--- src/core/twi_target_cfg.svh ---
// Offsets, field positions and reset values of the two-wire target
`ifndef TWI_TARGET_CFG_SVH
`define TWI_TARGET_CFG_SVH

// Module map on the register port
`define TWI_CTRL_OFS 4'h0
`define TWI_MASTER_BASE 4'h1
`define TWI_TGT_BASE 4'h8

// Target register offsets within its group
`define TGT_TARGET_CONTROL_A 4'h0
`define TGT_TARGET_CONTROL_B 4'h1
`define TGT_STATUS 4'h2
`define TGT_ADDR 4'h3
`define TGT_DATA 4'h4
`define TGT_MASK 4'h5

// Control A fields
`define CA_LVL_HI 7
`define CA_LVL_LO 6
`define CA_DIEN 5
`define CA_APIEN 4
`define CA_ENABLE 3
`define CA_STOP_IRQ_EN 2
`define CA_ACCEPT_ALL_ADDRESSES_EN 1
`define CA_AUTO_ACK_ON_READ_EN 0

// Control B fields
`define CB_ACK 2
`define CB_CMD_HI 1
`define CB_CMD_LO 0

// Status fields
`define ST_DIF 7
`define ST_ADDR_STOP_IRQ_FLAG 6
`define ST_HOLD 5
`define ST_RXACK 4
`define ST_COLL 3
`define ST_BERR 2
`define ST_DIR 1
`define ST_AP 0

// Commands
`define CMD_COMPLETE 2'h2
`define CMD_RESPONSE 2'h3

// Interrupt vector word offsets
`define VEC_TARGET 8'h00
`define VEC_MASTER 8'h02

// Reset value and general-call address
`define RST_REG 8'h00
`define GC_ADDR 7'h00

`endif

--- src/core/twi_target_pkg.sv ---
// Types of the two-wire target
package twi_target_pkg;

  typedef enum logic [2:0] {
    S_IDLE = 3'b000,
    S_ADDR = 3'b001,
    S_HOLD_A = 3'b010,
    S_ACK = 3'b011,
    S_RX = 3'b100,
    S_HOLD_R = 3'b101,
    S_TX = 3'b110,
    S_TX_ACK = 3'b111
  } link_state_t;

endpackage : twi_target_pkg

--- src/core/twi_target.sv ---
// Two-wire target: address match, data register, clock stretch
//
// Decided for this implementation: strobed register access.
`include "twi_target_cfg.svh"
`timescale 1ns/10ps
`default_nettype none

module twi_target (
  input wire logic ref_clk,
  input wire logic sys_rst,
  input wire logic [3:0] reg_addr,
  input wire logic [7:0] reg_wdata,
  input wire logic reg_wr,
  input wire logic reg_rd,
  output logic [7:0] reg_rdata,
  input wire logic scl_i,
  output logic scl_o,
  output logic scl_oe,
  input wire logic sda_i,
  output logic sda_o,
  output logic sda_oe,
  output logic target_irq_req,
  output logic [7:0] target_irq_vector
);

  // ----------------------------------------
  // Pin synchronisers and bus conditions
  // ----------------------------------------
  logic [1:0] pin_in;
  logic [1:0] lvl_r;
  logic [1:0] lvl_d_r;
  logic scl_rise;
  logic scl_fall;
  logic bus_start;
  logic bus_stop;

  assign pin_in = {sda_i, scl_i};

  // Three stages; a level counts once stages two and three agree
  for (genvar g = 0; g < 2; g++) begin : g_sync
    logic [2:0] s_r;
    always_ff @(posedge ref_clk or posedge sys_rst) begin
      if (sys_rst) begin
        s_r <= 3'h7;
        lvl_r[g] <= 1'b1;
      end else begin
        s_r <= {s_r[1:0], pin_in[g]};
        if (s_r[1] == s_r[2]) begin
          lvl_r[g] <= s_r[2];
        end
      end
    end
  end

  // Previous filtered levels for edge finding
  always_ff @(posedge ref_clk or posedge sys_rst) begin
    if (sys_rst) begin
      lvl_d_r <= 2'h3;
    end else begin
      lvl_d_r <= lvl_r;
    end
  end

  // SDA moving while SCL stays high marks start or stop
  assign scl_rise = lvl_r[0] & ~lvl_d_r[0];
  assign scl_fall = ~lvl_r[0] & lvl_d_r[0];
  assign bus_start = lvl_r[0] & lvl_d_r[0] & lvl_d_r[1] & ~lvl_r[1];
  assign bus_stop = lvl_r[0] & lvl_d_r[0] & ~lvl_d_r[1] & lvl_r[1];

  // ----------------------------------------
  // Register decode
  // ----------------------------------------
  logic [7:0] ctrl_a_r;
  logic ack_choice_r;
  logic [7:0] own_addr_r;
  logic [7:0] mask_r;
  logic [7:0] data_r;
  logic dif_r;
  logic addr_stop_irq_flag_r;
  logic ap_r;
  logic dir_r;
  logic rxack_r;
  logic coll_r;
  logic berr_r;
  logic hold;
  logic wr_ca;
  logic wr_cb;
  logic wr_st;
  logic wr_ad;
  logic wr_mk;
  logic data_wr;
  logic data_rd;
  logic [1:0] cmd;
  logic cmd_done;
  logic go;
  logic ack_now;
  logic ack_drive;

  assign wr_ca = reg_wr & (reg_addr == `TWI_TGT_BASE + `TGT_TARGET_CONTROL_A);
  assign wr_cb = reg_wr & (reg_addr == `TWI_TGT_BASE + `TGT_TARGET_CONTROL_B);
  assign wr_st = reg_wr & (reg_addr == `TWI_TGT_BASE + `TGT_STATUS);
  assign wr_ad = reg_wr & (reg_addr == `TWI_TGT_BASE + `TGT_ADDR);
  assign wr_mk = reg_wr & (reg_addr == `TWI_TGT_BASE + `TGT_MASK);

  // clock held while the data flag, or the address flag with ap_r set, is pending
  assign hold = dif_r | (addr_stop_irq_flag_r & ap_r);

  assign data_wr = hold & reg_wr
    & (reg_addr == `TWI_TGT_BASE + `TGT_DATA);
  assign data_rd = hold & reg_rd
    & (reg_addr == `TWI_TGT_BASE + `TGT_DATA);

  assign cmd = reg_wdata[`CB_CMD_HI:`CB_CMD_LO];
  assign cmd_done = hold & wr_cb & (cmd == `CMD_COMPLETE);
  // any data access releases the clock
  assign go = cmd_done | data_wr | data_rd
    | (hold & wr_cb & (cmd == `CMD_RESPONSE));

  // Ack bit written with a command takes effect first
  assign ack_now = wr_cb ? reg_wdata[`CB_ACK] : ack_choice_r;

  // plain reads release SDA; smart reads send the ack choice
  // ack choice 0 pulls SDA low
  assign ack_drive = (data_rd & ~ctrl_a_r[`CA_AUTO_ACK_ON_READ_EN]) ? 1'b0 : ~ack_now;

  // Control registers, written by software only
  always_ff @(posedge ref_clk or posedge sys_rst) begin
    if (sys_rst) begin
      ctrl_a_r <= `RST_REG;
      ack_choice_r <= 1'b0;
      own_addr_r <= `RST_REG;
      mask_r <= `RST_REG;
    end else begin
      if (wr_ca) begin
        ctrl_a_r <= reg_wdata;
      end
      if (wr_cb) begin
        ack_choice_r <= reg_wdata[`CB_ACK];
      end
      if (wr_ad) begin
        own_addr_r <= reg_wdata;
      end
      if (wr_mk) begin
        mask_r <= reg_wdata;
      end
    end
  end

  // ----------------------------------------
  // Address match
  // ----------------------------------------
  twi_target_pkg::link_state_t state_r;
  twi_target_pkg::link_state_t state_nxt;
  logic [7:0] sh_r;
  logic [7:0] sh_nxt;
  logic [3:0] cnt_r;
  logic [3:0] cnt_nxt;
  logic sda_oe_nxt;
  logic ack_end_r;
  logic ack_end_nxt;
  logic hit;
  logic [6:0] rx_addr;

  // a 11110nn first byte matches like any seven-bit address
  assign rx_addr = sh_r[7:1];

  always_comb begin
    hit = 1'b0;
    if (!mask_r[0]) begin
      hit = ((rx_addr ^ own_addr_r[7:1]) & ~mask_r[7:1]) == 7'h00;
    end else begin
      hit = (rx_addr == own_addr_r[7:1]) | (rx_addr == mask_r[7:1]);
    end
    if (own_addr_r[0] && rx_addr == `GC_ADDR) begin
      hit = 1'b1;
    end
    if (ctrl_a_r[`CA_ACCEPT_ALL_ADDRESSES_EN]) begin
      hit = 1'b1;
    end
  end

  // ----------------------------------------
  // Link sequencer
  // ----------------------------------------
  logic ev_match;
  logic ev_rx;
  logic ev_txhold;
  logic ev_stop;
  logic ev_rxack;
  logic ev_coll;
  logic ev_berr;
  logic shifting;

  assign shifting = (state_r == twi_target_pkg::S_ADDR)
    | (state_r == twi_target_pkg::S_RX)
    | (state_r == twi_target_pkg::S_TX);

  // Next state and events of the byte engine
  always_comb begin
    state_nxt = state_r;
    sh_nxt = sh_r;
    cnt_nxt = cnt_r;
    sda_oe_nxt = sda_oe;
    ack_end_nxt = ack_end_r;
    ev_match = 1'b0;
    ev_rx = 1'b0;
    ev_txhold = 1'b0;
    ev_stop = 1'b0;
    ev_rxack = 1'b0;
    ev_coll = 1'b0;
    ev_berr = (bus_start | bus_stop) & shifting & (cnt_r != 4'h0);
    if (!ctrl_a_r[`CA_ENABLE]) begin
      state_nxt = twi_target_pkg::S_IDLE;
      sda_oe_nxt = 1'b0;
    end else if (bus_stop) begin
      // Any stop counts, so one after our NACK still reaches software
      ev_stop = 1'b1;
      state_nxt = twi_target_pkg::S_IDLE;
      sda_oe_nxt = 1'b0;
    end else if (bus_start) begin
      state_nxt = twi_target_pkg::S_ADDR;
      cnt_nxt = 4'h0;
      sda_oe_nxt = 1'b0;
    end else begin
      case (state_r)
        twi_target_pkg::S_ADDR, twi_target_pkg::S_RX: begin
          if (scl_rise && cnt_r != 4'h8) begin
            sh_nxt = {sh_r[6:0], lvl_r[1]};
            cnt_nxt = cnt_r + 4'h1;
          end else if (scl_fall && cnt_r == 4'h8) begin
            if (state_r == twi_target_pkg::S_RX) begin
              // ten-bit second byte also lands here
              ev_rx = 1'b1;
              state_nxt = twi_target_pkg::S_HOLD_R;
            end else if (hit) begin
              ev_match = 1'b1;
              state_nxt = twi_target_pkg::S_HOLD_A;
            end else begin
              state_nxt = twi_target_pkg::S_IDLE;
            end
          end
        end
        twi_target_pkg::S_HOLD_A, twi_target_pkg::S_HOLD_R: begin
          if (go) begin
            if (cmd_done && dir_r
                && state_r == twi_target_pkg::S_HOLD_A) begin
              state_nxt = twi_target_pkg::S_IDLE;
            end else begin
              state_nxt = twi_target_pkg::S_ACK;
              sda_oe_nxt = ack_drive;
              ack_end_nxt = cmd_done;
            end
          end
        end
        twi_target_pkg::S_ACK: begin
          if (scl_fall) begin
            sda_oe_nxt = 1'b0;
            cnt_nxt = 4'h0;
            if (ack_end_r || !sda_oe) begin
              state_nxt = twi_target_pkg::S_IDLE;
            end else if (dir_r) begin
              // Master read: wait for the byte to send
              ev_txhold = 1'b1;
              state_nxt = twi_target_pkg::S_TX_ACK;
            end else begin
              state_nxt = twi_target_pkg::S_RX;
            end
          end
        end
        twi_target_pkg::S_TX: begin
          if (scl_rise && !sda_oe && !lvl_r[1]) begin
            // A high bit lost to another driver stops our output
            ev_coll = 1'b1;
            state_nxt = twi_target_pkg::S_IDLE;
          end else if (scl_fall) begin
            if (cnt_r == 4'h7) begin
              sda_oe_nxt = 1'b0;
              state_nxt = twi_target_pkg::S_TX_ACK;
              cnt_nxt = 4'h8;
            end else begin
              cnt_nxt = cnt_r + 4'h1;
              sh_nxt = {sh_r[6:0], 1'b0};
              sda_oe_nxt = ~sh_r[6];
            end
          end
        end
        twi_target_pkg::S_TX_ACK: begin
          // take master ack, then hold for next byte on ACK, go idle on NACK
          if (cnt_r == 4'h8 && scl_rise) begin
            ev_rxack = 1'b1;
            cnt_nxt = 4'h9;
          end else if (cnt_r == 4'h9 && scl_fall) begin
            if (!rxack_r) begin
              ev_txhold = 1'b1;
            end else begin
              state_nxt = twi_target_pkg::S_IDLE;
            end
          end else if (go) begin
            if (cmd_done) begin
              state_nxt = twi_target_pkg::S_IDLE;
            end else begin
              // software byte goes out MSB first
              sh_nxt = data_wr ? reg_wdata : data_r;
              sda_oe_nxt = data_wr ? ~reg_wdata[7] : ~data_r[7];
              cnt_nxt = 4'h0;
              state_nxt = twi_target_pkg::S_TX;
            end
          end
        end
        default: begin
          state_nxt = twi_target_pkg::S_IDLE;
        end
      endcase
    end
  end

  // Sequencer registers
  always_ff @(posedge ref_clk or posedge sys_rst) begin
    if (sys_rst) begin
      state_r <= twi_target_pkg::S_IDLE;
      sh_r <= 8'h00;
      cnt_r <= 4'h0;
      sda_oe <= 1'b0;
      ack_end_r <= 1'b0;
    end else begin
      state_r <= state_nxt;
      sh_r <= sh_nxt;
      cnt_r <= cnt_nxt;
      sda_oe <= sda_oe_nxt;
      ack_end_r <= ack_end_nxt;
    end
  end

  // ----------------------------------------
  // Status flags and data register
  // ----------------------------------------
  logic dif_nxt;
  logic addr_stop_irq_flag_nxt;
  logic ap_nxt;
  logic stop_flag;

  // stop raises the flag only when enabled
  assign stop_flag = ev_stop & ctrl_a_r[`CA_STOP_IRQ_EN];

  // Hardware set wins over any clear in the same cycle
  always_comb begin
    // flags cleared by data access or command
    dif_nxt = dif_r & ~go & ~(wr_st & reg_wdata[`ST_DIF]);
    addr_stop_irq_flag_nxt = addr_stop_irq_flag_r & ~go & ~(wr_st & reg_wdata[`ST_ADDR_STOP_IRQ_FLAG]);
    ap_nxt = wr_st ? reg_wdata[`ST_AP] : ap_r;
    dif_nxt = dif_nxt | ev_rx | ev_txhold;
    addr_stop_irq_flag_nxt = addr_stop_irq_flag_nxt | ev_match | stop_flag;
    // cause bit follows the last setter
    if (ev_match) begin
      ap_nxt = 1'b1;
    end else if (stop_flag) begin
      ap_nxt = 1'b0;
    end
  end

  always_ff @(posedge ref_clk or posedge sys_rst) begin
    if (sys_rst) begin
      dif_r <= 1'b0;
      addr_stop_irq_flag_r <= 1'b0;
      ap_r <= 1'b0;
      scl_oe <= 1'b0;
    end else begin
      dif_r <= dif_nxt;
      addr_stop_irq_flag_r <= addr_stop_irq_flag_nxt;
      ap_r <= ap_nxt;
      // stretch SCL from the flags' next values
      scl_oe <= dif_nxt | (addr_stop_irq_flag_nxt & ap_nxt);
    end
  end

  // Direction, ack, error flags
  always_ff @(posedge ref_clk or posedge sys_rst) begin
    if (sys_rst) begin
      dir_r <= 1'b0;
      rxack_r <= 1'b0;
      coll_r <= 1'b0;
      berr_r <= 1'b0;
    end else begin
      if (ev_match) begin
        dir_r <= sh_r[0];
      end else if (wr_st) begin
        dir_r <= reg_wdata[`ST_DIR];
      end
      if (ev_rxack) begin
        rxack_r <= lvl_r[1];
      end
      coll_r <= ev_coll | (coll_r & ~bus_start
        & ~(wr_st & reg_wdata[`ST_COLL]));
      berr_r <= ev_berr | (berr_r & ~(wr_st & reg_wdata[`ST_BERR]));
    end
  end

  // Data register: software byte or received byte
  always_ff @(posedge ref_clk or posedge sys_rst) begin
    if (sys_rst) begin
      data_r <= 8'h00;
    end else if (ev_match || ev_rx) begin
      data_r <= sh_r;
    end else if (data_wr) begin
      data_r <= reg_wdata;
    end
  end

  // ----------------------------------------
  // Read port and fixed outputs
  // ----------------------------------------
  // Read data stand only in the cycle after the strobe
  always_ff @(posedge ref_clk or posedge sys_rst) begin
    if (sys_rst) begin
      reg_rdata <= 8'h00;
    end else if (!reg_rd) begin
      reg_rdata <= 8'h00;
    end else begin
      case (reg_addr)
        `TWI_TGT_BASE + `TGT_TARGET_CONTROL_A: reg_rdata <= ctrl_a_r;
        `TWI_TGT_BASE + `TGT_TARGET_CONTROL_B: begin
          reg_rdata <= {5'h00, ack_choice_r, 2'h0};
        end
        `TWI_TGT_BASE + `TGT_STATUS: begin
          reg_rdata <= {dif_r, addr_stop_irq_flag_r, hold, rxack_r,
            coll_r, berr_r, dir_r, ap_r};
        end
        `TWI_TGT_BASE + `TGT_ADDR: reg_rdata <= own_addr_r;
        `TWI_TGT_BASE + `TGT_DATA: reg_rdata <= data_r;
        `TWI_TGT_BASE + `TGT_MASK: reg_rdata <= mask_r;
        default: reg_rdata <= 8'h00;
      endcase
    end
  end

  // Open-drain pins only ever pull low
  always_ff @(posedge ref_clk or posedge sys_rst) begin
    if (sys_rst) begin
      scl_o <= 1'b0;
      sda_o <= 1'b0;
      target_irq_req <= 1'b0;
      target_irq_vector <= `VEC_TARGET;
    end else begin
      scl_o <= 1'b0;
      sda_o <= 1'b0;
      target_irq_req <= (ctrl_a_r[`CA_LVL_HI:`CA_LVL_LO] != 2'h0)
        & ((dif_r & ctrl_a_r[`CA_DIEN])
        | (addr_stop_irq_flag_r & ctrl_a_r[`CA_APIEN]));
      target_irq_vector <= `VEC_TARGET;
    end
  end

endmodule : twi_target

`default_nettype wire

--- config.mk ---
export PLATFORM = sky130hd
export DESIGN_NAME = twi_target
export DESIGN_NICKNAME = d
export VERILOG_FILES = /design/src/core/twi_target_pkg.sv /design/src/core/twi_target.sv
export VERILOG_INCLUDE_DIRS = /design/src /design/src/core
export SDC_FILE = /design/constraint.sdc
export NUM_CORES = 1
export LEC_CHECK = 0
export BUFFER_PORTS_ARGS = -buffer_cell sky130_fd_sc_hd__buf_4
export CAP_MARGIN = 40
export CORE_UTILIZATION = 30
export CTS_CLUSTER_SIZE = 14
export DETAILED_ROUTE_END_ITERATION = 12
export GPL_TIMING_DRIVEN = 0
export PLACE_DENSITY = 0.46
export SYNTH_ARGS = -nofsm -noshare
export SYNTH_HDL_FRONTEND = slang
export SYNTH_SLANG_ARGS = --single-unit
--- constraint.sdc ---
create_clock -name ref_clk -period 2.64 [get_ports ref_clk]
set_input_delay 0.396 -clock ref_clk [delete_from_list [all_inputs] [get_ports ref_clk]]
set_output_delay 0.396 -clock ref_clk [all_outputs]
set_load 0.1 [all_outputs]
; After elaboration in Yosys (flattened, before gate mapping)
; Cells that the tools add are included.
[totals]
ramBits = 0
wordCells = 289
latch_bits = 0
register_bits = 77
memories = 0
rom_bits = 0
out_inout_bits = 21
in_bits = 18
[op_classes]
order_cmp = 0
eq_ne = 54
muxes = 107
n_shift = 0
div = 0
n_reduce_logical = 27
addsub = 1
mul = 0
n_bitwise = 75
[op_table]
columns = cell, n
row1 = two-way mux 8 bit, 11
row2 = two-way mux 1 bit, 60
row3 = != test 5 bit (second input constant), 11
row4 = two-way mux 3 bit, 17
row5 = case mux 8 bit (6 select lines), 1
row6 = two-way mux 4 bit, 10
row7 = AND 1 bit, 39
row8 = equality test 4 bit (second input constant), 8
row9 = case mux 8 bit (3 select lines), 1
row10 = AND reduction 10 bit, 2
row11 = inverter 1 bit, 17
row12 = != test 2 bit (second input constant), 8
row13 = != test 4 bit (second input constant), 4
row14 = bitwise OR 1 bit, 16
row15 = case mux 4 bit (4 select lines), 1
row16 = case mux 3 bit (5 select lines), 1
row17 = equality test 7 bit, 2
row18 = zero test 7 bit, 2
row19 = equality test 3 bit (second input constant), 4
row20 = != test 3 bit (second input constant), 4
row21 = != test 6 bit (second input constant), 2
row22 = AND reduction 12 bit, 1
row23 = logical AND 1 bit, 9
row24 = AND reduction 9 bit, 1
row25 = 23 further kinds, 32

; Longest topological paths before layout
; Gate-level depths: netlist (run 1).
[logic_depth]
word_depth = 18
mapped_depth = 9
mapped_depth_nobuf = 8

; Worst setup path before layout (run 1)
; No wires, ideal clock.
[synth_timing]
kind = register -> register
start = register sda_oe
end = register state_r[2]
period_less_slack_ns = 2.353
n_path_buf = 0
setup_slack_ns = 0.287
setup_ns = 0.078
arrival_ns = 2.275
path_stages_with_launch = 7
required_time_ns = 2.562
path_cell_list = dfrtp_1 -> nor4b_4 -> nor4_1 -> nor4_1 -> o221ai_1 -> or3_1 -> a21oi_1
[synth_via]
elab_chain_cells = 8
word_cells_on_any_way = 14
cone_classes = 2 x eq/ne / 7 x mux / 5 x reduce/logical
[synth_rtl]
columns = item, line_no
row1 = start: declaration, twi_target.sv:21  ; output logic sda_oe,
row2 = start signal: assignment, twi_target.sv:329  ; sda_oe <= sda_oe_nxt;
row3 = zero test 1 bit *, "twi_target.sv:259, twi_target.sv:271"
row4 = logical OR 1 bit or logical AND 1 bit (tied branches), "twi_target.sv:259, twi_target.sv:271"
row5 = two-way mux 3 bit or logical AND 1 bit (tied branches), "twi_target.sv:259, twi_target.sv:271"
row6 = "two-way mux 3 bit, on equally long branches", "twi_target.sv:256, twi_target.sv:271"
row7 = case mux 3 bit (5 select lines), twi_target.sv:225  ; case (state_r)
row8 = two-way mux 3 bit, twi_target.sv:220  ; end else if (bus_start) begin
row9 = two-way mux 3 bit, twi_target.sv:215  ; end else if (bus_stop) begin
row10 = two-way mux 3 bit, twi_target.sv:212  ; if (!ctrl_a_r[`CA_ENABLE]) begin
row11 = end signal: assignment, twi_target.sv:320  ; state_r <= twi_target_pkg::S_IDLE;
row12 = end signal: assignment, twi_target.sv:326  ; state_r <= state_nxt;
row13 = end: declaration, twi_target.sv:152  ; twi_target_pkg::link_state_t state_r;
; Every way passes the cells marked *; elsewhere a longest branch is shown, timed or not. The select of a mux whose other input is x is not followed.
; A chain may end at the register's enable or synchronous reset.

; Final worst setup path (run 1)
[layout_timing]
start = register cnt_r[0]
end = register data_r[7]
[layout_via]
elab_chain_cells = 10
word_cells_on_any_way = 18
cone_classes = 2 x eq/ne / 13 x mux / 3 x reduce/logical
[layout_rtl]
columns = item, line_no
row1 = start: declaration, twi_target.sv:156  ; logic [3:0] cnt_r;
row2 = start signal: assignment, twi_target.sv:328  ; cnt_r <= cnt_nxt;
row3 = equality test 4 bit, twi_target.sv:230  ; end else if (scl_fall && cnt_r == 4'h8) begin
row4 = logical AND 1 bit, twi_target.sv:230
row5 = two-way mux 1 bit, twi_target.sv:230
row6 = two-way mux 1 bit, twi_target.sv:227  ; if (scl_rise && cnt_r != 4'h8) begin
row7 = two-way mux 1 bit, twi_target.sv:225
row8 = two-way mux 1 bit, twi_target.sv:220
row9 = two-way mux 1 bit, twi_target.sv:215
row10 = two-way mux 1 bit, twi_target.sv:212
row11 = logical OR 1 bit *, twi_target.sv:402  ; end else if (ev_match || ev_rx) begin
row12 = two-way mux 8 bit *, twi_target.sv:402
row13 = end signal: assignment, twi_target.sv:403  ; data_r <= sh_r;
row14 = end signal: assignment, twi_target.sv:405  ; data_r <= reg_wdata;
row15 = end: declaration, twi_target.sv:77  ; logic [7:0] data_r;
; Every way passes the cells marked *; elsewhere a longest branch is shown, timed or not.

==> results.json, run 1 <==
{
  "grt_pass1_vias": 3679,
  "ctsHoldBuffers": 0,
  "drc": 0,
  "synthesis.area_per_instance_um2": 10.5,
  "dp_hpwl_mm": 9.72,
  "maxCapViolations": 0,
  "dp_worst_setup_slack_ps": -267,
  "cts-htree-levels": 3,
  "slew_headroom_pct": 56.5,
  "placed_area_um2": 4990,
  "hold_class": "in -> async",
  "core_area_um2": 14600,
  "rsz0062_at_grt": "true",
  "wl_mm": 13.3,
  "seq_area_frac_synth_pct": 43.1,
  "synth-seq-cells": 77,
  "area_growth_pct": 20.0,
  "clock_latency_ps": 340,
  "clk_path_buf_depth": 2,
  "ant_nets": 0,
  "layout_min_cycle_time_ps": 2520,
  "leakage_nw": 2.33,
  "fin_ws_ps": 116,
  "grt_first_pass_wirelength_mm": 21.5,
  "die_w_um": 124,
  "die_area_um2": 15500,
  "arrival_ps": 2750,
  "postLayoutCellArea_um2": 5400,
  "clk_pin_slew_ps": 60,
  "drive_gt1_share_pct": 29.0,
  "nFillCells": 1472,
  "drt_first_pass_iters": 8,
  "netlist.area_leader.share_pct": 37.3,
  "synth.distinct_cells": 77,
  "worstMarginPinSlew_ps": 650,
  "grt.total_usage_pct": 18.1,
  "cts_buffers": 9,
  "viasPerCell": 5.47,
  "fp-row-count": 44,
  "report.final.slew_viol_count": 0,
  "yosys.area.top_type": "dfrtp_1",
  "synthCells": 427,
  "diodes": 0,
  "synth_edf_count": 0,
  "ios": 39,
  "die_y_um": 124,
  "grt_max_degree": 51,
  "clockRootBuffer": "clkbuf_16",
  "antenna_found_initial": 0,
  "cp-start-kind": "flip-flop",
  "setup-violations-final": 0,
  "instances_no_fill": 667,
  "path_max_fanout": 8,
  "ir_drop_v": 0.000330,
  "start_util_pct": 30.8,
  "total_power_mw": 3.52,
  "ys_warn_count": 0,
  "finalClockSkew_ps": 9.31,
  "place_congestion": 0.890,
  "async_reset_ff_share_pct": 100,
  "required_ps": 2860,
  "syn_area_um2": 4500,
  "dr_total_vias": 3648,
  "status": "finished clean",
  "tns_ps": 0,
  "placed_cells": 648,
  "first_iter_violations": 285,
  "hold_viol": 0,
  "detail_route.wl_per_cell_um": 20.0,
  "finalCritPeriodShare_pct": 95.6,
  "clock_sinks": 77,
  "cts_tree": "done",
  "power_density_nw_per_um2": 652,
  "fin_nets": 499,
  "crit_type": "reg -> reg",
  "endpoint_kind": "flip-flop",
  "fmax_ghz": 0.396,
  "hold_slack_ps": 49.0,
  "grt_overflow": 0,
  "numPortBuffers": 26,
  "synth_area_leaders": "dfrtp_1 37%, mux2_2 8.5%, dfstp_2 5.8%",
  "utilization_pct": 37.0,
  "synth_flop_cell": "dfrtp_1"
}
-- placed cells by master, fill, tap and decap left out, types with 8 or more instances in the layout --
| master | instances |
|---|---|
| o21ai_0 | 11 |
| dfrtp_1 | 67 |
| xnor2_1 | 10 |
| nand2b_1 | 8 |
| conb_1 | 10 |
| nand2_1 | 40 |
| nor2_1 | 18 |
| a21oi_1 | 22 |
| a22oi_1 | 10 |
| dfstp_2 | 10 |
| inv_1 | 11 |
| mux2_2 | 34 |
| clkbuf_1 | 9 |
| buf_4 | 40 |
| clkbuf_16 | 9 |
| mux2_1 | 8 |
| nand3_1 | 12 |
-- critical path, cell delays in order, from the launching register on --
cell,delay [ps]
dfrtp_1,420
inv_1,90
ha_1,210
nand3b_1,210
or4_1,580
nand2b_1,210
a31oi_4,190
buf_12,160
mux2_1,330
-- registers in the layout, indices dropped and copies added, names as in the netlist, 3 cells and up --
name,flops
cnt_r,4
ctrl_a_r,8
data_r,8
g_sync.s_r,6
mask_r,8
own_addr_r,8
reg_rdata,8
sh_r,8
state_r,3
-- where the power goes --
group / switching [mW] / total [mW] / internal [mW]
clock network: 0.508 / 1.37 / 0.860
registers: 0.163 / 1.49 / 1.33
logic: 0.389 / 0.660 / 0.271
total: 1.06 / 3.52 / 2.46
-- cell usage after synthesis, types with 3 or more instances --
master	number
a22oi_1	10
buf_1	3
a21oi_1	22
xor2_1	7
nand3_1	12
inv_1	12
mux2_2	34
or3_1	4
dfstp_2	10
xnor2_1	10
ha_1	3
a221oi_1	3
nand3b_1	3
a22o_1	3
nor2_1	18
buf_2	5
buf_4	11
dfrtp_1	67
clkbuf_1	9
o21bai_1	3
mux2_4	6
and2_1	3
o22ai_1	5
nand2b_1	8
nor4_1	8
mux2_1	8
o21a_1	3
a31oi_1	3
o21ai_0	11
nand4_1	3
mux2i_1	7
nor2b_1	6
nand2_1	40
a222oi_1	7
-- cell type report --
cell class	count	area (um2)	area share, %
multi-input cells	316	2400	44.5
clock buffers	10	239	4.43
well taps	184	230	4.27
repair buffers	31	265	4.92
clock inverters	6	92.6	1.72
flip-flops and latches	77	1940	35.9
inverters	12	47.5	0.881
plain buffers	31	180	3.34
-- final timing paths --
check                                   end  slack [ps]             start  depth (start not counted)
setup / recovery                  data_r[7]         120          cnt_r[0]                          8
hold / removal                    data_r[4]          50           sys_rst                          2
setup reg to reg                  data_r[7]         120          cnt_r[0]                          8
hold reg to reg            g_sync[1].s_r[1]         360  g_sync[1].s_r[0]                          0
max in group asynchronous             dif_r        2000           sys_rst                          3
min in group ref_clk       g_sync[0].s_r[0]         160             scl_i                          1
-- per-layer routing --
layer,part of all wire [%],global-route usage [%]
met2,43,26.5
met4,1.7,7.09
met5,0,0
met3,5.8,3.65
met1,49,26.0
-- timing repair --
| action | CTS | global route |
|---|---|---|
| setup endpoints to repair | 6 | 22 |
| cloned | 0 | 0 |
| resized for setup | 1 | 7 |
| buffers inserted | 0 | 3 |
| hold endpoints to repair | 0 | 0 |
-- cell families (layout without fill, tap and decap cells) --
group	after synthesis	after routing	synth area share, %
AOI/OAI and AO/OA	97	97	15.6
xor gates and xnor gates	17	17	3.31
adders and majority gates	5	5	1.28
buffers and inverters	43	90	5.01
DFF	77	77	43.1
muxes	55	55	14.1
other	1	10	0.0834
and+or+nand+nor	132	132	17.5
Power figures use the tool's default switching activity.
==> run 2, diff against run 1 <==
--- a/config.mk
+++ b/config.mk
@@ -8,6 +8,7 @@
 export LEC_CHECK = 0
 export BUFFER_PORTS_ARGS = -buffer_cell sky130_fd_sc_hd__buf_4
 export CAP_MARGIN = 40
+export CORE_MARGIN = 8
 export CORE_UTILIZATION = 30
 export CTS_CLUSTER_SIZE = 14
 export DETAILED_ROUTE_END_ITERATION = 12
==> run 2 against run 1 <==
Compared with the run above: setup slack improved by 1.1 ps; flip-flop and latch count did not move; critical path depth fell by 1; power fell by 0.30%; via count rose by 0.71%; first-iteration DRC count rose by 2.8%; non-clock buffer count rose by 2; utilization barely moved; critical endpoint is now sh_r[2]; largest power group unchanged; highest routed layer unchanged.
==> results.json, run 2 (synthesis results as in run 1) <==
{
  "dp_worst_setup_slack_ps": -270,
  "worstMarginPinSlew_ps": 736,
  "place_congestion": 0.894,
  "endpoint_kind": "flip-flop",
  "utilization_pct": 37.0,
  "final_cell_mix": "67 x dfrtp_1, 41 x buf_4, 40 x nand2_1",
  "rsz0062_at_grt": "false",
  "hold-path-cell-count": 1,
  "die_area_um2": 19200,
  "power_switching_mw": 1.05,
  "arrival_ps": 2740,
  "required_ps": 2860,
  "clk_path_buf_depth": 2,
  "timing.rr.end": "sh_r[2]",
  "power_density_nw_per_um2": 650,
  "clock_power_share_pct": 38.7,
  "path_max_fanout": 8,
  "cts_buffers": 9,
  "drive_gt1_share_pct": 28.2,
  "die_w_um": 138,
  "hold_class": "in -> reg",
  "wl_mm": 13.7,
  "die_y_um": 138,
  "ios": 39,
  "first_iter_violations": 293,
  "ant_nets": 0,
  "layout_min_cycle_time_ps": 2520,
  "combPwrFrac_pct": 18.8,
  "crit_end": "sh_r[2]",
  "finalClockSkew_ps": 13.8,
  "grt.total_usage_pct": 14.3,
  "placed_area_um2": 4990,
  "maxCapViolations": 0,
  "finalCritPeriodShare_pct": 95.5,
  "clock_latency_ps": 350,
  "grt_pass1_vias": 3667,
  "rrSetupSlack_ps": 120,
  "viasPerCell": 5.49,
  "dp_hpwl_mm": 9.91,
  "hold_viol": 0,
  "dr_total_vias": 3674,
  "numPortBuffers": 26,
  "seqPwrFrac_pct": 42.5,
  "multi_input_area_um2": 2390,
  "drt_first_pass_iters": 5,
  "hold_slack_ps": 164,
  "diodes": 0,
  "fmax_ghz": 0.396,
  "ir_drop_v": 0.000317,
  "nFillCells": 1472,
  "slew_headroom_pct": 50.8,
  "report.final.slew_viol_count": 0,
  "clk_pin_slew_ps": 60,
  "postLayoutCellArea_um2": 5400,
  "status": "finished clean",
  "cts-htree-levels": 3,
  "startpoint": "lvl_r[1]",
  "p_int_mw": 2.46,
  "core_area_um2": 14600,
  "r2r-start": "lvl_r[1]",
  "clock_sinks": 77,
  "seqCellArea_um2": 1940,
  "grt_max_degree": 60,
  "cp-start-kind": "flip-flop",
  "final_common_cell": "dfrtp_1",
  "clockRootBuffer": "clkbuf_16",
  "p_sw_share_pct": 30.0,
  "setup-violations-final": 0,
  "grt_overflow": 0,
  "detail_route.wl_per_cell_um": 20.4,
  "r2r_cells": 7,
  "cts_tree": "done",
  "leakage_nw": 2.35,
  "start_util_pct": 30.8,
  "fin_nets": 501,
  "antenna_found_initial": 0,
  "grt_first_pass_wirelength_mm": 21.7,
  "crit_type": "reg -> reg",
  "area_growth_pct": 20.1,
  "fin_ws_ps": 117,
  "drc": 0,
  "fp-row-count": 44
}
[run 2: power groups by stage]
stage               sequential [mW]  clock (mW)  combinational [mW]
finish                         1.49        1.36               0.661
global route                   1.51        1.44               0.718
CTS                            1.49        1.39               0.653
detailed placement             1.51           0               0.648
global placement               1.51           0               0.637
floorplan                      1.50           0               0.453
[run 2: per-stage QoR]
step	TNS [ps]	total power [mW]	instances
6_report	0	3.51	669
5_1_grt	0	3.67	669
4_1_cts	0	3.54	665
3_5_place_dp	-1810	2.16	648
3_3_place_gp	-61530	2.15	646
2_1_floorplan	0	1.95	436
[run 2: per-layer routing]
layer  share of wire (%)  routed length, um  track usage [%]
met5                   0                  0                0
met4                 2.0                267             6.29
met3                 6.0                818             3.22
met2                  42               5810             20.1
met1                  50               6780             20.4
[run 2: timing repair]
action                     4_1_cts  5_1_grt
hold buffers                     1        0
setup endpoints to repair        6       21
setup buffers                    0        4
hold endpoints to repair        16        0
gates resized for setup          1        4
[run 2: final cells by class]
cell class	count	share of cell area (%)
Timing Repair Buffer	33	5.24
Clock buffer	11	4.49
Sequential cell	77	35.9
Inverter	12	0.880
Clock inverter	5	1.53
Multi-Input combinational cell	316	44.3
Buffer	31	3.34
Tap cell	184	4.26
[run 2: critical path, cell delays in order, from the launching register on]
cell	delay (ps)
dfstp_2	630
xnor2_1	180
nor2_1	110
nor2_2	350
o31ai_1	140
or4_1	510
buf_6	180
mux2_4	300
[run 2: worst min path at each step]
stage                     startpoint               end
floorplan           g_sync[0].s_r[0]  g_sync[0].s_r[1]
global placement    g_sync[1].s_r[0]  g_sync[1].s_r[1]
detailed placement  g_sync[1].s_r[0]  g_sync[1].s_r[1]
CTS                            scl_i  g_sync[0].s_r[0]
global route                   scl_i  g_sync[0].s_r[0]
finish                         scl_i  g_sync[0].s_r[0]
==> run 3, diff against run 2 <==
--- a/config.mk
+++ b/config.mk
@@ -14,6 +14,7 @@
 export DETAILED_ROUTE_END_ITERATION = 12
 export GPL_TIMING_DRIVEN = 0
 export PLACE_DENSITY = 0.46
+export REMOVE_ABC_BUFFERS = 1
 export SYNTH_ARGS = -nofsm -noshare
 export SYNTH_HDL_FRONTEND = slang
 export SYNTH_SLANG_ARGS = --single-unit
==> constraint.sdc (replaced) <==
create_clock -name ref_clk -period 2.7 [get_ports ref_clk]
set_input_delay 0.405 -clock ref_clk [delete_from_list [all_inputs] [get_ports ref_clk]]
set_output_delay 0.405 -clock ref_clk [all_outputs]
set_load 0.1 [all_outputs]
==> run 3 against run 2 <==
Compared with the run above: flip-flop and latch count is the same; utilization is 1.4 points lower; first-iteration DRC count rose by 12%; die area stayed put; count of clock-buffer cells in the layout shrank 1; via count fell by 4.1%; wire length is 5.0% lower; largest power group unchanged.
==> results.json, run 3 (synthesis results as in run 1) <==
{
  "status": "finished clean",
  "hold_class": "in -> reg",
  "die_w_um": 138,
  "clock_power_share_pct": 38.4,
  "report.final.slew_viol_count": 0,
  "finalClockSkew_ps": 9.09,
  "rrSetupSlack_ps": 110,
  "fmax_ghz": 0.386,
  "final_common_cell": "dfrtp_1",
  "numPortBuffers": 28,
  "crit_type": "reg -> reg",
  "startpoint": "lvl_d_r[0]",
  "antenna_found_initial": 0,
  "drc": 0,
  "core_area_um2": 14600,
  "combPwrFrac_pct": 17.9,
  "total_power_mw": 3.37,
  "ios": 39,
  "cts_tree": "done",
  "fp-row-count": 44,
  "grt_first_pass_wirelength_mm": 20.6,
  "viasPerCell": 5.53,
  "ir_drop_v": 0.000299,
  "worstMarginPinSlew_ps": 586,
  "diodes": 0,
  "cp-start-kind": "flip-flop",
  "die_y_um": 138,
  "required_ps": 2930,
  "utilization_pct": 35.6,
  "wl_mm": 13.0,
  "ant_nets": 0,
  "maxCapViolations": 0,
  "layout_min_cycle_time_ps": 2590,
  "endpoint_kind": "flip-flop",
  "power_density_nw_per_um2": 648,
  "detail_route.wl_per_cell_um": 20.4,
  "power_switching_mw": 1.06,
  "drt_first_pass_iters": 5,
  "area_growth_pct": 15.6,
  "cts_buffers": 9,
  "start_util_pct": 30.8,
  "path_max_fanout": 10,
  "clk_pin_slew_ps": 60,
  "grt_max_degree": 66,
  "grt_overflow": 0,
  "clock_latency_ps": 350,
  "dp_hpwl_mm": 9.21,
  "p_int_mw": 2.31,
  "clock_sinks": 77,
  "slew_headroom_pct": 60.7,
  "rsz0062_at_grt": "false",
  "finalCritPeriodShare_pct": 95.9,
  "place_congestion": 0.845,
  "dr_total_vias": 3524,
  "seqPwrFrac_pct": 43.6,
  "leakage_nw": 2.21,
  "arrival_ps": 2820,
  "setup-violations-final": 0,
  "grt_pass1_vias": 3480,
  "r2r-start": "lvl_d_r[0]",
  "drive_gt1_share_pct": 26.7,
  "hold_viol": 0,
  "final_cell_mix": "64 x dfrtp_1, 40 x nand2_1, 34 x mux2_2",
  "clk_path_buf_depth": 2,
  "p_sw_share_pct": 31.5,
  "die_area_um2": 19200,
  "grt.total_usage_pct": 13.7,
  "first_iter_violations": 327,
  "clockRootBuffer": "clkbuf_16",
  "cts-htree-levels": 3,
  "hold_start": "sda_i",
  "fin_nets": 469
}
==> run 3: changes by cell type in the layout (fill, tap and decap cells not counted), sizes merged <==
cell      delta
inv          +3
clkinv       -2
bufinv       -1
buf         -22
clkinvlp     +1
clkbuf      -11
==> run 3: path summary, 6_finish.rpt <==
kind                               endpoint  depth (start not counted)
setup / recovery                    sh_r[4]                          5
hold / removal             g_sync[1].s_r[0]                          1
setup reg to reg                    sh_r[4]                          5
hold reg to reg            g_sync[1].s_r[1]                          0
max in group asynchronous          lvl_r[1]                          4
min in group asynchronous          cnt_r[2]                          3
==> run 3: per-stage QoR <==
stage,std cells,worst slack [ps],setup TNS (ps),hold slack (ps),cell area [um2]
final,637,109,0,162,5200
after CTS,636,69.2,0,149,5160
after detailed placement,619,-432,-3530,347,4830
after global routing,637,32.5,0,151,5200
after global placement,617,-786,-56670,346,4790
after floorplan,405,232,0,345,4350
==> run 3: timing repair <==
item                                   CTS  global route
gates resized for setup                  4             4
setup endpoints to repair               11            12
endpoints found under the hold margin   12             0
hold buffers                             1             0
setup buffers                            0             1
==> run 3: final cells by class <==
class / count / area (um2)
clock buffers: 10 / 239
clock inverters: 6 / 77.6
fillers: 1451 / 9390
inverters: 12 / 47.5
multi-input cells: 316 / 2390
flip-flops and latches: 77 / 1940
well taps: 184 / 230
repair buffers: 32 / 275
==> run 3: layer usage <==
layer,GRT usage [%],vias to the layer above,wire length [um]
met5,0,-,0
met4,5.03,0,254
met2,20.1,124,5710
met1,18.9,1755,6270
li1,-,1625,-
met3,3.29,20,761
==> run 3: power by group through the flow <==
stage / clock [mW] / combinational [mW] / sequential [mW]
6_report: 1.30 / 0.605 / 1.47
5_1_grt: 1.37 / 0.660 / 1.49
4_1_cts: 1.32 / 0.604 / 1.47
3_5_place_dp: 0 / 0.600 / 1.49
3_3_place_gp: 0 / 0.588 / 1.49
2_1_floorplan: 0 / 0.414 / 1.47
==> run 3: critical path, stage by stage (launching register included) <==
cell      delay, ps
dfstp_2         640
nor2b_1         440
a31oi_2         200
a211oi_1        510
or4_4           360
mux2_4          320
